<file path="src/inc/wcr_pkg.sv">
// constants for the wake clock recovery configuration block
package wcr_pkg;
	// register bus frame layout
	localparam int ADDR_W = 7;
	localparam int DATA_W = 8;
	localparam int FRAME_BITS = 16;
	localparam int MODE_POS = 7;
	localparam int DATA_LSB = 8;
	localparam logic [4:0] FRAME_LEN = 5'h10;
	localparam logic [4:0] DATA_START = 5'h08;
	// register addresses
	localparam logic [6:0] ADDR_CAL_HIGH = 7'h3a;
	localparam logic [6:0] ADDR_CAL_LOW = 7'h3b;
	localparam logic [6:0] ADDR_CTRL_ONE = 7'h3c;
	localparam logic [6:0] ADDR_CTRL_TWO = 7'h3d;
	// reset values
	localparam logic [7:0] CAL_RESET = 8'h00;
	localparam logic [7:0] CTRL_ONE_RESET = 8'h04;
	localparam logic [7:0] CTRL_TWO_RESET = 8'h00;
	// field positions
	localparam int EN_POS = 0;
	localparam int FILT_LSB = 2;
	localparam int FILT_MSB = 3;
	localparam int CLKSEL_LSB = 0;
	localparam int CLKSEL_MSB = 1;
	// filter time constant selections and their shift amounts
	localparam logic [1:0] FILT_TC8 = 2'h0;
	localparam logic [1:0] FILT_TC16 = 2'h1;
	localparam logic [1:0] FILT_TC32 = 2'h2;
	localparam logic [1:0] FILT_ADAPT = 2'h3;
	localparam logic [2:0] SHIFT_TC8 = 3'h3;
	localparam logic [2:0] SHIFT_TC16 = 3'h4;
	localparam logic [2:0] SHIFT_TC32 = 3'h5;
	// recovery clock rates against the system clock, in MHz
	localparam logic [8:0] SYS_CLK_MHZ = 9'd250;
	localparam logic [8:0] REC_MHZ_80 = 9'd80;
	localparam logic [8:0] REC_MHZ_40 = 9'd40;
	localparam logic [8:0] REC_MHZ_20 = 9'd20;
	localparam logic [8:0] REC_MHZ_10 = 9'd10;
	// recovery datapath widths
	localparam int SPAN_W = 12;
	localparam int FRAC_W = 8;
	localparam int SYNC_N = 3;
endpackage : wcr_pkg

</file>
<file path="src/inc/wcr_if.sv">
// carrier between the serial frame decoder and the register file
interface wcr_if;
	logic wr_stb;
	logic [6:0] addr;
	logic [7:0] wdata;
	logic [7:0] rdata;
	modport frame (output wr_stb, output addr, output wdata, input rdata);
	modport regs (input wr_stb, input addr, input wdata, output rdata);
endinterface : wcr_if

</file>
<file path="src/rtl/wcr_spi_frame.sv">
// serial frame decoder: pin synchronisers, 16-bit frame capture and read shift-out
module wcr_spi_frame
	import wcr_pkg::*;
(
	input wire logic clk,
	input wire logic rst_n,
	input wire logic sclk_pin,
	input wire logic csn_pin,
	input wire logic sdi_pin,
	output logic sdo,
	output logic sdo_oe_n,
	wcr_if.frame bus
);
	logic [2:0] pin_raw;
	logic [2:0] s1_q, s2_q, s3_q, stable_q, prev_q;
	logic [4:0] cnt_q;
	logic [FRAME_BITS-1:0] rx_q;
	logic [DATA_W-1:0] tx_q;
	logic wr_q;
	logic sclk_rise, sclk_fall, csn_fall, csn_rise, sdi_s, frame_act;
	// idle levels of {sclk, csn, sdi}; a reset value off the idle level would fake an edge
	localparam logic [2:0] PIN_IDLE = 3'h3;

	assign pin_raw = {sclk_pin, csn_pin, sdi_pin};

	// three-stage synchronisers; a change counts once stages two and three agree
	for (genvar i = 0; i < SYNC_N; i++) begin : g_sync
		always_ff @(posedge clk or negedge rst_n) begin
			if (!rst_n) begin
				s1_q[i] <= PIN_IDLE[i];
				s2_q[i] <= PIN_IDLE[i];
				s3_q[i] <= PIN_IDLE[i];
				stable_q[i] <= PIN_IDLE[i];
				prev_q[i] <= PIN_IDLE[i];
			end else begin
				s1_q[i] <= pin_raw[i];
				s2_q[i] <= s1_q[i];
				s3_q[i] <= s2_q[i];
				if (s2_q[i] == s3_q[i]) stable_q[i] <= s3_q[i];
				prev_q[i] <= stable_q[i];
			end
		end
	end

	// edge decode on the filtered pins
	assign sclk_rise = stable_q[2] & ~prev_q[2];
	assign sclk_fall = ~stable_q[2] & prev_q[2];
	assign csn_fall = ~stable_q[1] & prev_q[1];
	assign csn_rise = stable_q[1] & ~prev_q[1];
	assign sdi_s = stable_q[0];
	assign frame_act = ~stable_q[1];

	// frame capture: address, access bit, data byte, first bit first
	always_ff @(posedge clk or negedge rst_n) begin
		if (!rst_n) begin
			cnt_q <= '0;
			rx_q <= '0;
		end else if (csn_fall) begin
			cnt_q <= '0;
		end else if (frame_act && sclk_rise && cnt_q < FRAME_LEN) begin
			rx_q[cnt_q[3:0]] <= sdi_s;
			cnt_q <= cnt_q + 5'h01;
		end
	end

	// write only for a complete frame with the access bit set
	always_ff @(posedge clk or negedge rst_n) begin
		if (!rst_n) wr_q <= 1'b0;
		else wr_q <= csn_rise && cnt_q == FRAME_LEN && rx_q[MODE_POS];
	end

	// read data replaces the second byte, shifted out on falling clock edges
	always_ff @(posedge clk or negedge rst_n) begin
		if (!rst_n) begin
			tx_q <= '0;
			sdo <= 1'b0;
			sdo_oe_n <= 1'b1;
		end else begin
			sdo_oe_n <= ~frame_act;
			if (csn_fall) begin
				sdo <= 1'b0;
			end else if (frame_act && sclk_rise && cnt_q == DATA_START - 5'h01) begin
				tx_q <= bus.rdata; // address known after its last bit
			end else if (frame_act && sclk_fall && cnt_q >= DATA_START) begin
				sdo <= tx_q[0];
				tx_q <= {1'b0, tx_q[DATA_W-1:1]};
			end
		end
	end

	assign bus.wr_stb = wr_q;
	assign bus.addr = {sdi_s && cnt_q == 5'h06 ? 1'b1 : rx_q[6], rx_q[5:0]};
	assign bus.wdata = rx_q[FRAME_BITS-1:DATA_LSB];
endmodule : wcr_spi_frame

</file>
<file path="src/rtl/wcr_top.sv">
// wake clock recovery configuration registers and recovery datapath
// Summary of operation
// - upper calibration byte is read-only and resets to zero
// - lower calibration byte is read-only and resets to zero
// - filter field bits 3:2 pick constant 8, 16 (default) or 32
// - filter value 11 adapts constant from falling-edge spacing in bits
// - unused control bits always read back as zero
// - clock select picks 80, 40, 20 or 10 MHz recovery counter clock
// - recovered bit time is clamped between upper and lower limits
// - each access is a 16-bit frame: address, mode bit, data
module wcr_top
	import wcr_pkg::*;
(
	input wire logic CLOCK,
	input wire logic RSTN,
	input wire logic SOFT_RESET,
	input wire logic SCLK,
	input wire logic CSN,
	input wire logic SDI,
	output logic SDO,
	output logic SDO_OE_N,
	input wire logic CAL_LOAD,
	input wire logic [7:0] CAL_HIGH_IN,
	input wire logic [7:0] CAL_LOW_IN,
	input wire logic RXD,
	input wire logic [7:0] NOMINAL_BIT_TIME,
	input wire logic [7:0] BIT_TIME_UPPER_LIMIT,
	input wire logic [7:0] BIT_TIME_LOWER_LIMIT,
	output logic RECOVERY_ENABLE,
	output logic [1:0] RECOVERY_CLOCK_SELECT,
	output logic [5:0] FILTER_CONSTANT,
	output logic RECOVERY_TICK,
	output logic [7:0] RECOVERED_BIT_TIME
);
	wcr_if bus ();

	logic [7:0] calib_high_byte, calib_low_byte;
	logic recovery_enable_q;
	logic [1:0] filter_constant_select_q;
	logic [1:0] recovery_clock_select_q;
	logic [7:0] ctrl_one_rd, ctrl_two_rd;

	wcr_spi_frame u_frame (
		.clk(CLOCK),
		.rst_n(RSTN),
		.sclk_pin(SCLK),
		.csn_pin(CSN),
		.sdi_pin(SDI),
		.sdo(SDO),
		.sdo_oe_n(SDO_OE_N),
		.bus(bus)
	);

	// write decode; calibration addresses have no write path
	logic wr_one, wr_two;
	assign wr_one = bus.wr_stb && bus.addr == ADDR_CTRL_ONE;
	assign wr_two = bus.wr_stb && bus.addr == ADDR_CTRL_TWO;

	// calibration result bytes, loaded only by the oscillator calibration
	always_ff @(posedge CLOCK or negedge RSTN) begin
		if (!RSTN) begin
			calib_high_byte <= CAL_RESET;
			calib_low_byte <= CAL_RESET;
		end else if (SOFT_RESET) begin
			calib_high_byte <= CAL_RESET;
			calib_low_byte <= CAL_RESET;
		end else if (CAL_LOAD) begin
			calib_high_byte <= CAL_HIGH_IN;
			calib_low_byte <= CAL_LOW_IN;
		end
	end

	// control registers; only defined fields are stored
	always_ff @(posedge CLOCK or negedge RSTN) begin
		if (!RSTN) begin
			recovery_enable_q <= CTRL_ONE_RESET[EN_POS];
			filter_constant_select_q <= CTRL_ONE_RESET[FILT_MSB:FILT_LSB];
			recovery_clock_select_q <= CTRL_TWO_RESET[CLKSEL_MSB:CLKSEL_LSB];
		end else if (SOFT_RESET) begin
			recovery_enable_q <= CTRL_ONE_RESET[EN_POS];
			filter_constant_select_q <= CTRL_ONE_RESET[FILT_MSB:FILT_LSB];
			recovery_clock_select_q <= CTRL_TWO_RESET[CLKSEL_MSB:CLKSEL_LSB];
		end else begin
			if (wr_one) begin
				recovery_enable_q <= bus.wdata[EN_POS];
				filter_constant_select_q <= bus.wdata[FILT_MSB:FILT_LSB];
			end
			if (wr_two) recovery_clock_select_q <= bus.wdata[CLKSEL_MSB:CLKSEL_LSB];
		end
	end

	// read multiplexer; reserved positions are forced to zero
	assign ctrl_one_rd = {4'h0, filter_constant_select_q, 1'b0, recovery_enable_q};
	assign ctrl_two_rd = {6'h00, recovery_clock_select_q};
	assign bus.rdata = bus.addr == ADDR_CAL_HIGH ? calib_high_byte :
		bus.addr == ADDR_CAL_LOW ? calib_low_byte :
		bus.addr == ADDR_CTRL_ONE ? ctrl_one_rd :
		bus.addr == ADDR_CTRL_TWO ? ctrl_two_rd : 8'h00;

	// recovery counter clock rate for each selection
	function automatic logic [8:0] rec_rate(input logic [1:0] sel);
		case (sel)
			2'h0: rec_rate = REC_MHZ_80;
			2'h1: rec_rate = REC_MHZ_40;
			2'h2: rec_rate = REC_MHZ_20;
			default: rec_rate = REC_MHZ_10;
		endcase
	endfunction : rec_rate

	// fractional divider: ticks at the selected rate out of the system clock
	logic [8:0] phase_q, phase_sum;
	logic tick;
	assign phase_sum = phase_q + rec_rate(recovery_clock_select_q);
	assign tick = recovery_enable_q && phase_sum >= SYS_CLK_MHZ;
	always_ff @(posedge CLOCK or negedge RSTN) begin
		if (!RSTN) phase_q <= '0;
		else if (!recovery_enable_q) phase_q <= '0;
		else if (tick) phase_q <= phase_sum - SYS_CLK_MHZ;
		else phase_q <= phase_sum;
	end

	// receive line synchroniser, stages two and three must agree
	logic rx_s1_q, rx_s2_q, rx_s3_q, rx_st_q, rx_prev_q, rx_fall;
	always_ff @(posedge CLOCK or negedge RSTN) begin
		if (!RSTN) begin
			rx_s1_q <= 1'b1;
			rx_s2_q <= 1'b1;
			rx_s3_q <= 1'b1;
			rx_st_q <= 1'b1;
			rx_prev_q <= 1'b1;
		end else begin
			rx_s1_q <= RXD;
			rx_s2_q <= rx_s1_q;
			rx_s3_q <= rx_s2_q;
			if (rx_s2_q == rx_s3_q) rx_st_q <= rx_s3_q;
			rx_prev_q <= rx_st_q;
		end
	end
	assign rx_fall = rx_prev_q & ~rx_st_q;

	// spacing thresholds in ticks, halfway between whole bit counts
	logic [SPAN_W-1:0] nom, thr25, thr35, thr85, thr105;
	assign nom = {4'h0, NOMINAL_BIT_TIME};
	assign thr25 = SPAN_W'((nom * 5) >> 1);
	assign thr35 = SPAN_W'((nom * 7) >> 1);
	assign thr85 = SPAN_W'((nom * 17) >> 1);
	assign thr105 = SPAN_W'((nom * 21) >> 1);

	// tick count since the last falling edge, saturating
	logic [SPAN_W-1:0] span_q;
	always_ff @(posedge CLOCK or negedge RSTN) begin
		if (!RSTN) span_q <= '0;
		else if (!recovery_enable_q || rx_fall) span_q <= '0;
		else if (tick && span_q != '1) span_q <= span_q + SPAN_W'(1);
	end

	// adaptive constant: 2-3 bits gives 32, 4-8 gives 16, 9-10 gives 8
	logic [2:0] adapt_shift_q, adapt_next, shift_sel;
	assign adapt_next = span_q < thr35 ? SHIFT_TC32 :
		span_q < thr85 ? SHIFT_TC16 :
		span_q < thr105 ? SHIFT_TC8 : adapt_shift_q;
	always_ff @(posedge CLOCK or negedge RSTN) begin
		if (!RSTN) adapt_shift_q <= SHIFT_TC16;
		else if (!recovery_enable_q) adapt_shift_q <= SHIFT_TC16;
		else if (rx_fall) adapt_shift_q <= adapt_next;
	end

	// filter constant chosen by the filter field
	assign shift_sel = filter_constant_select_q == FILT_TC8 ? SHIFT_TC8 :
		filter_constant_select_q == FILT_TC16 ? SHIFT_TC16 :
		filter_constant_select_q == FILT_TC32 ? SHIFT_TC32 : adapt_shift_q;

	// one bit-time sample from a two-bit spacing, saturated to a byte
	logic [SPAN_W-1:0] half_span;
	logic [7:0] sample;
	logic take;
	assign half_span = span_q >> 1;
	assign sample = half_span > SPAN_W'(8'hff) ? 8'hff : half_span[7:0];
	assign take = rx_fall && span_q < thr25 && span_q >= nom;

	// low-pass filter on the bit time, then clamp to the limits
	logic [15:0] bt_q, bt_new, bt_clamped;
	logic signed [16:0] diff;
	assign diff = $signed({1'b0, sample, 8'h00}) - $signed({1'b0, bt_q});
	assign bt_new = 16'(bt_q + 16'(diff >>> shift_sel));
	assign bt_clamped = bt_new[15:8] > BIT_TIME_UPPER_LIMIT ? {BIT_TIME_UPPER_LIMIT, 8'h00} :
		bt_new[15:8] < BIT_TIME_LOWER_LIMIT ? {BIT_TIME_LOWER_LIMIT, 8'h00} : bt_new;
	always_ff @(posedge CLOCK or negedge RSTN) begin
		if (!RSTN) bt_q <= '0;
		else if (!recovery_enable_q) bt_q <= {NOMINAL_BIT_TIME, 8'h00};
		else if (take) bt_q <= bt_clamped;
	end

	// registered status outputs
	always_ff @(posedge CLOCK or negedge RSTN) begin
		if (!RSTN) begin
			RECOVERY_ENABLE <= 1'b0;
			RECOVERY_CLOCK_SELECT <= '0;
			FILTER_CONSTANT <= '0;
			RECOVERY_TICK <= 1'b0;
			RECOVERED_BIT_TIME <= '0;
		end else begin
			RECOVERY_ENABLE <= recovery_enable_q;
			RECOVERY_CLOCK_SELECT <= recovery_clock_select_q;
			FILTER_CONSTANT <= 6'(7'h01 << shift_sel);
			RECOVERY_TICK <= tick;
			RECOVERED_BIT_TIME <= bt_q[15:8];
		end
	end
endmodule : wcr_top

</file>
<file path="config.mk">
export PLATFORM = sky130hd
export DESIGN_NAME = wcr_top
export DESIGN_NICKNAME = d
export VERILOG_FILES = /design/src/inc/wcr_pkg.sv /design/src/inc/wcr_if.sv /design/src/rtl/wcr_spi_frame.sv /design/src/rtl/wcr_top.sv
export SDC_FILE = /design/constraint.sdc
export NUM_CORES = 1
export LEC_CHECK = 0
export ABC_AREA = 1
export BUFFER_PORTS_ARGS = -buffer_cell sky130_fd_sc_hd__buf_4
export CORE_MARGIN = 8
export CORE_UTILIZATION = 50
export DETAILED_ROUTE_END_ITERATION = 7
export PLACE_DENSITY = 0.75
export SLEW_MARGIN = 20
export SYNTH_ARGS = -nofsm -noshare
export SYNTH_HDL_FRONTEND = slang
export SYNTH_SLANG_ARGS = --single-unit
</file>
<file path="constraint.sdc">
create_clock -name CLOCK -period 7.4 [get_ports CLOCK]
set_clock_uncertainty 0.1 [all_clocks]
set_input_delay 1.11 -clock CLOCK [delete_from_list [all_inputs] [get_ports CLOCK]]
set_output_delay 1.11 -clock CLOCK [all_outputs]
set_load 0.05 [all_outputs]
</file>
==> flow_metrics.py <==
metrics = {
    "outcome": {
        "outcome": "finished, final reports clean",
    },
    "global_routing": {
        "grt_usage_pct": 19.9,
        "grt_overflow": 0,
        "grt_pass1_wl_um": 42700,
        "grt_max_degree": 67,
        "antenna_found_initial": 0,
        "grt_pass1_vias": 9024,
    },
    "logic_synthesis": {
        "ys_ff_latch": 124,
        "synth_area_leader_cell": "dfrtp_1",
        "synth_top_area_share_pct": 25.6,
        "syn-num-nets": 1566,
        "ys_types": 53,
        "async_flop_share_pct": 100,
        "ys.flop_type": "dfrtp_1",
        "synth-seq-area-share_pct": 29.6,
        "syn_area_um2": 10600,
        "synth_common_cells": "253 x nand2_1, 209 x inv_1, 145 x ha_1",
        "syn_avg_cell_area_um2": 7.80,
        "synthCells": 1354,
        "yosysWarnings": 0,
        "synth.area.top_cells": "dfrtp_1 26%, ha_1 17%, nand2_1 9.0%, inv_1 7.4%, o21ai_0 4.7%",
        "synth-edff-count": 0,
        "synth_most_common_cell": "nand2_1",
    },
    "sta": {
        "rsz0062_at_grt": "false",
        "period_needed_ns": 6.63,
        "setup_tns_ns": 0,
        "fin_crit_sh_pct": 89.5,
        "fin_ws_ns": 0.774,
        "setup_viol": 0,
        "max_freq_mhz": 151,
        "tightest_slew_ns": 0.974,
        "maxSlewViolCount": 0,
        "finalHoldViolCount": 0,
        "slew_headroom_pct": 34.9,
    },
    "floorplan": {
        "core_um2": 20900,
        "rows": 53,
        "io_pins": 68,
        "die_y_um": 161,
        "dieArea_um2": 26000,
        "initial_core_util_pct": 50.6,
        "die_w_um": 161,
    },
    "critical_path": {
        "crit_slowest_cell": "o41ai_1",
        "path_class": "flip-flop to flip-flop",
        "startpoint": "span_q[11]",
        "start_kind": "flip-flop",
        "max_stage_delay_ns": 0.47,
        "crit_path_end_kind": "flip-flop",
        "cp_max_fo": 7,
        "cp.arrival_ns": 6.86,
        "cpMostUsedCell": "nand2_1",
        "timing.rr.start": "span_q[11]",
        "cp.required_ns": 7.64,
    },
    "detailed_routing": {
        "dr_total_vias": 9127,
        "avgRoutedWirePerCell_um": 14.8,
        "drc": 0,
        "dr.first_iter.drc_count": 564,
        "viasPerCell": 5.34,
        "drt_pass1_iterations": 5,
        "drtAntennaViolNets": 0,
        "drt-total-wl_um": 25300,
    },
    "power_and_ir_drop": {
        "p_comb_share_pct": 27.7,
        "p_int_uw": 1420,
        "p_sw_uw": 717,
        "power_density_nw_per_um2": 179,
        "p_clk_share_pct": 38.1,
        "switching_share_pct": 33.6,
        "p_seq_share_pct": 34.2,
        "ir_worst_vdd_uv": 162,
        "leakage_uw": 0.00618,
    },
    "placement": {
        "place_area_um2": 11300,
        "dpl.cell_count": 1678,
        "hpwl_um": 19900,
        "gp_congestion": 0.919,
        "port_buffers": 67,
        "post-place-ws_ns": 0.928,
    },
    "job": {
        "drv_cap": 0,
    },
    "worst_hold_path": {
        "hp-start": "u_frame.s1_q[2]",
        "worstHoldPathType": "flip-flop to flip-flop",
    },
    "finish": {
        "syn2layout_area_growth_pct": 12.9,
        "n_antenna_cell": 0,
        "fin_nets": 1634,
        "fin_cells": 1710,
        "drive_gt1_share_pct": 10.7,
        "finish.instance_area_um2": 11900,
    },
    "clock_tree": {
        "clk_latency_ns": 0.42,
        "cts-buffers-inserted": 17,
        "cts_setup_buffers": 0,
        "holdBufCountCts": 0,
        "numClockSinks": 124,
        "cts_root_buf": "clkbuf_16",
        "clk_path_buf_depth": 2,
        "clkTransAtPathRegs_ns": 0.06,
        "cts_resized": 0,
        "cts.htree.levels": 4,
        "cts_tree": "built",
    },
}
power groups by stage:
| stage | logic [uW] | clock network (uW) | registers, uW |
|---|---|---|---|
| after floorplan | 412 | 0 | 753 |
| after global routing | 681 | 860 | 733 |
| after detailed placement | 586 | 0 | 742 |
| after CTS | 591 | 827 | 730 |
| final | 593 | 813 | 730 |
| after global placement | 574 | 0 | 741 |
final cells by class:
class / count / area (um^2)
Clock inverter: 13 / 129
Tap cell: 275 / 344
Sequential cell: 124 / 3120
Clock buffer: 19 / 453
Multi-Input combinational cell: 992 / 6530
Fill cell: 1902 / 8960
Inverter: 215 / 810
Timing Repair Buffer: 72 / 541
worst max-delay path, delay by kind of cell (launching register included):
family                   cells  cell delay (ns)
AO/OA/AOI/OAI                8             1.58
adder cells (fa/ha/maj)      3             0.98
AND/OR/NAND/NOR             17             2.35
flip-flops                   1             0.45
XOR/XNOR                     2             0.36
buffers and inverters        6             0.72
registers in the layout (all words and copies together), names as in the netlist, 2 cells and up:
name / cells
u_frame.cnt_q: 5
u_frame.s3_q: 3
bt_q: 16
span_q: 12
RECOVERY_CLOCK_SELECT: 2
RECOVERED_BIT_TIME: 8
u_frame.s2_q: 3
u_frame.rx_q: 12
calib_low_byte: 8
u_frame.s1_q: 3
FILTER_CONSTANT: 6
u_frame.prev_q: 2
recovery_clock_select_q: 2
phase_q: 8
filter_constant_select_q: 2
u_frame.tx_q: 8
u_frame.stable_q: 2
adapt_shift_q: 3
calib_high_byte: 8
path summary, 6_finish.rpt:
kind	end	slack [ns]	cells past startpoint
max in group asynchronous	span_q[11]	5.29	2
hold / removal	u_frame.s2_q[2]	0.26	0
hold reg to reg	u_frame.s2_q[2]	0.26	0
setup / recovery	bt_q[4]	0.77	36
setup reg to reg	bt_q[4]	0.77	36
min in group asynchronous	u_frame.tx_q[0]	0.65	1
placed cells by master, fill, tap and decap left out, types with 5 or more instances in the layout:
cell,count
nand2_1,253
inv_1,209
ha_1,145
dfrtp_1,108
o21ai_0,99
nand3_1,93
nor2_1,88
a21oi_1,80
buf_4,72
xor2_1,43
fa_1,19
clkbuf_16,17
nor3_1,16
dfstp_2,16
xnor2_1,15
o22ai_1,14
o21bai_1,13
nand4_1,10
o211ai_1,10
a211oi_1,9
o21ai_1,6
or2_2,6
nor4_1,6
inv_6,6
a21o_1,5
layer usage:
layer / part of all wire (%) / vias up / routed length (um) / track usage (%)
met5: 0 / - / 0 / 0
met4: 2.3 / 0 / 576 / 7.03
met3: 4.0 / 41 / 1020 / 3.72
met2: 49 / 201 / 12300 / 33.9
met1: 45 / 4241 / 11400 / 24.9
li1: - / 4644 / - / -
kinds of logic (layout without fill, tap and decap cells):
group | Yosys count | count (layout) | synth area share, %
AOI/OAI and AO/OA | 270 | 270 | 15.0
xor gates and xnor gates | 61 | 61 | 5.27
adders and majority gates | 168 | 168 | 21.2
buffers and inverters | 238 | 319 | 8.66
DFF | 124 | 124 | 29.6
muxes | 3 | 3 | 0.284
and+or+nand+nor | 490 | 490 | 20.1
through the flow:
stage / total power (uW) / hold WS, ns / utilization, %
2_1_floorplan: 1170 / 0.231 / -
3_3_place_gp: 1310 / 0.235 / 54.3
3_5_place_dp: 1330 / 0.247 / 54.3
4_1_cts: 2150 / 0.257 / 57.1
5_1_grt: 2270 / 0.261 / 57.1
6_report: 2140 / 0.256 / 57.1
(Power assumes the default switching activity.)
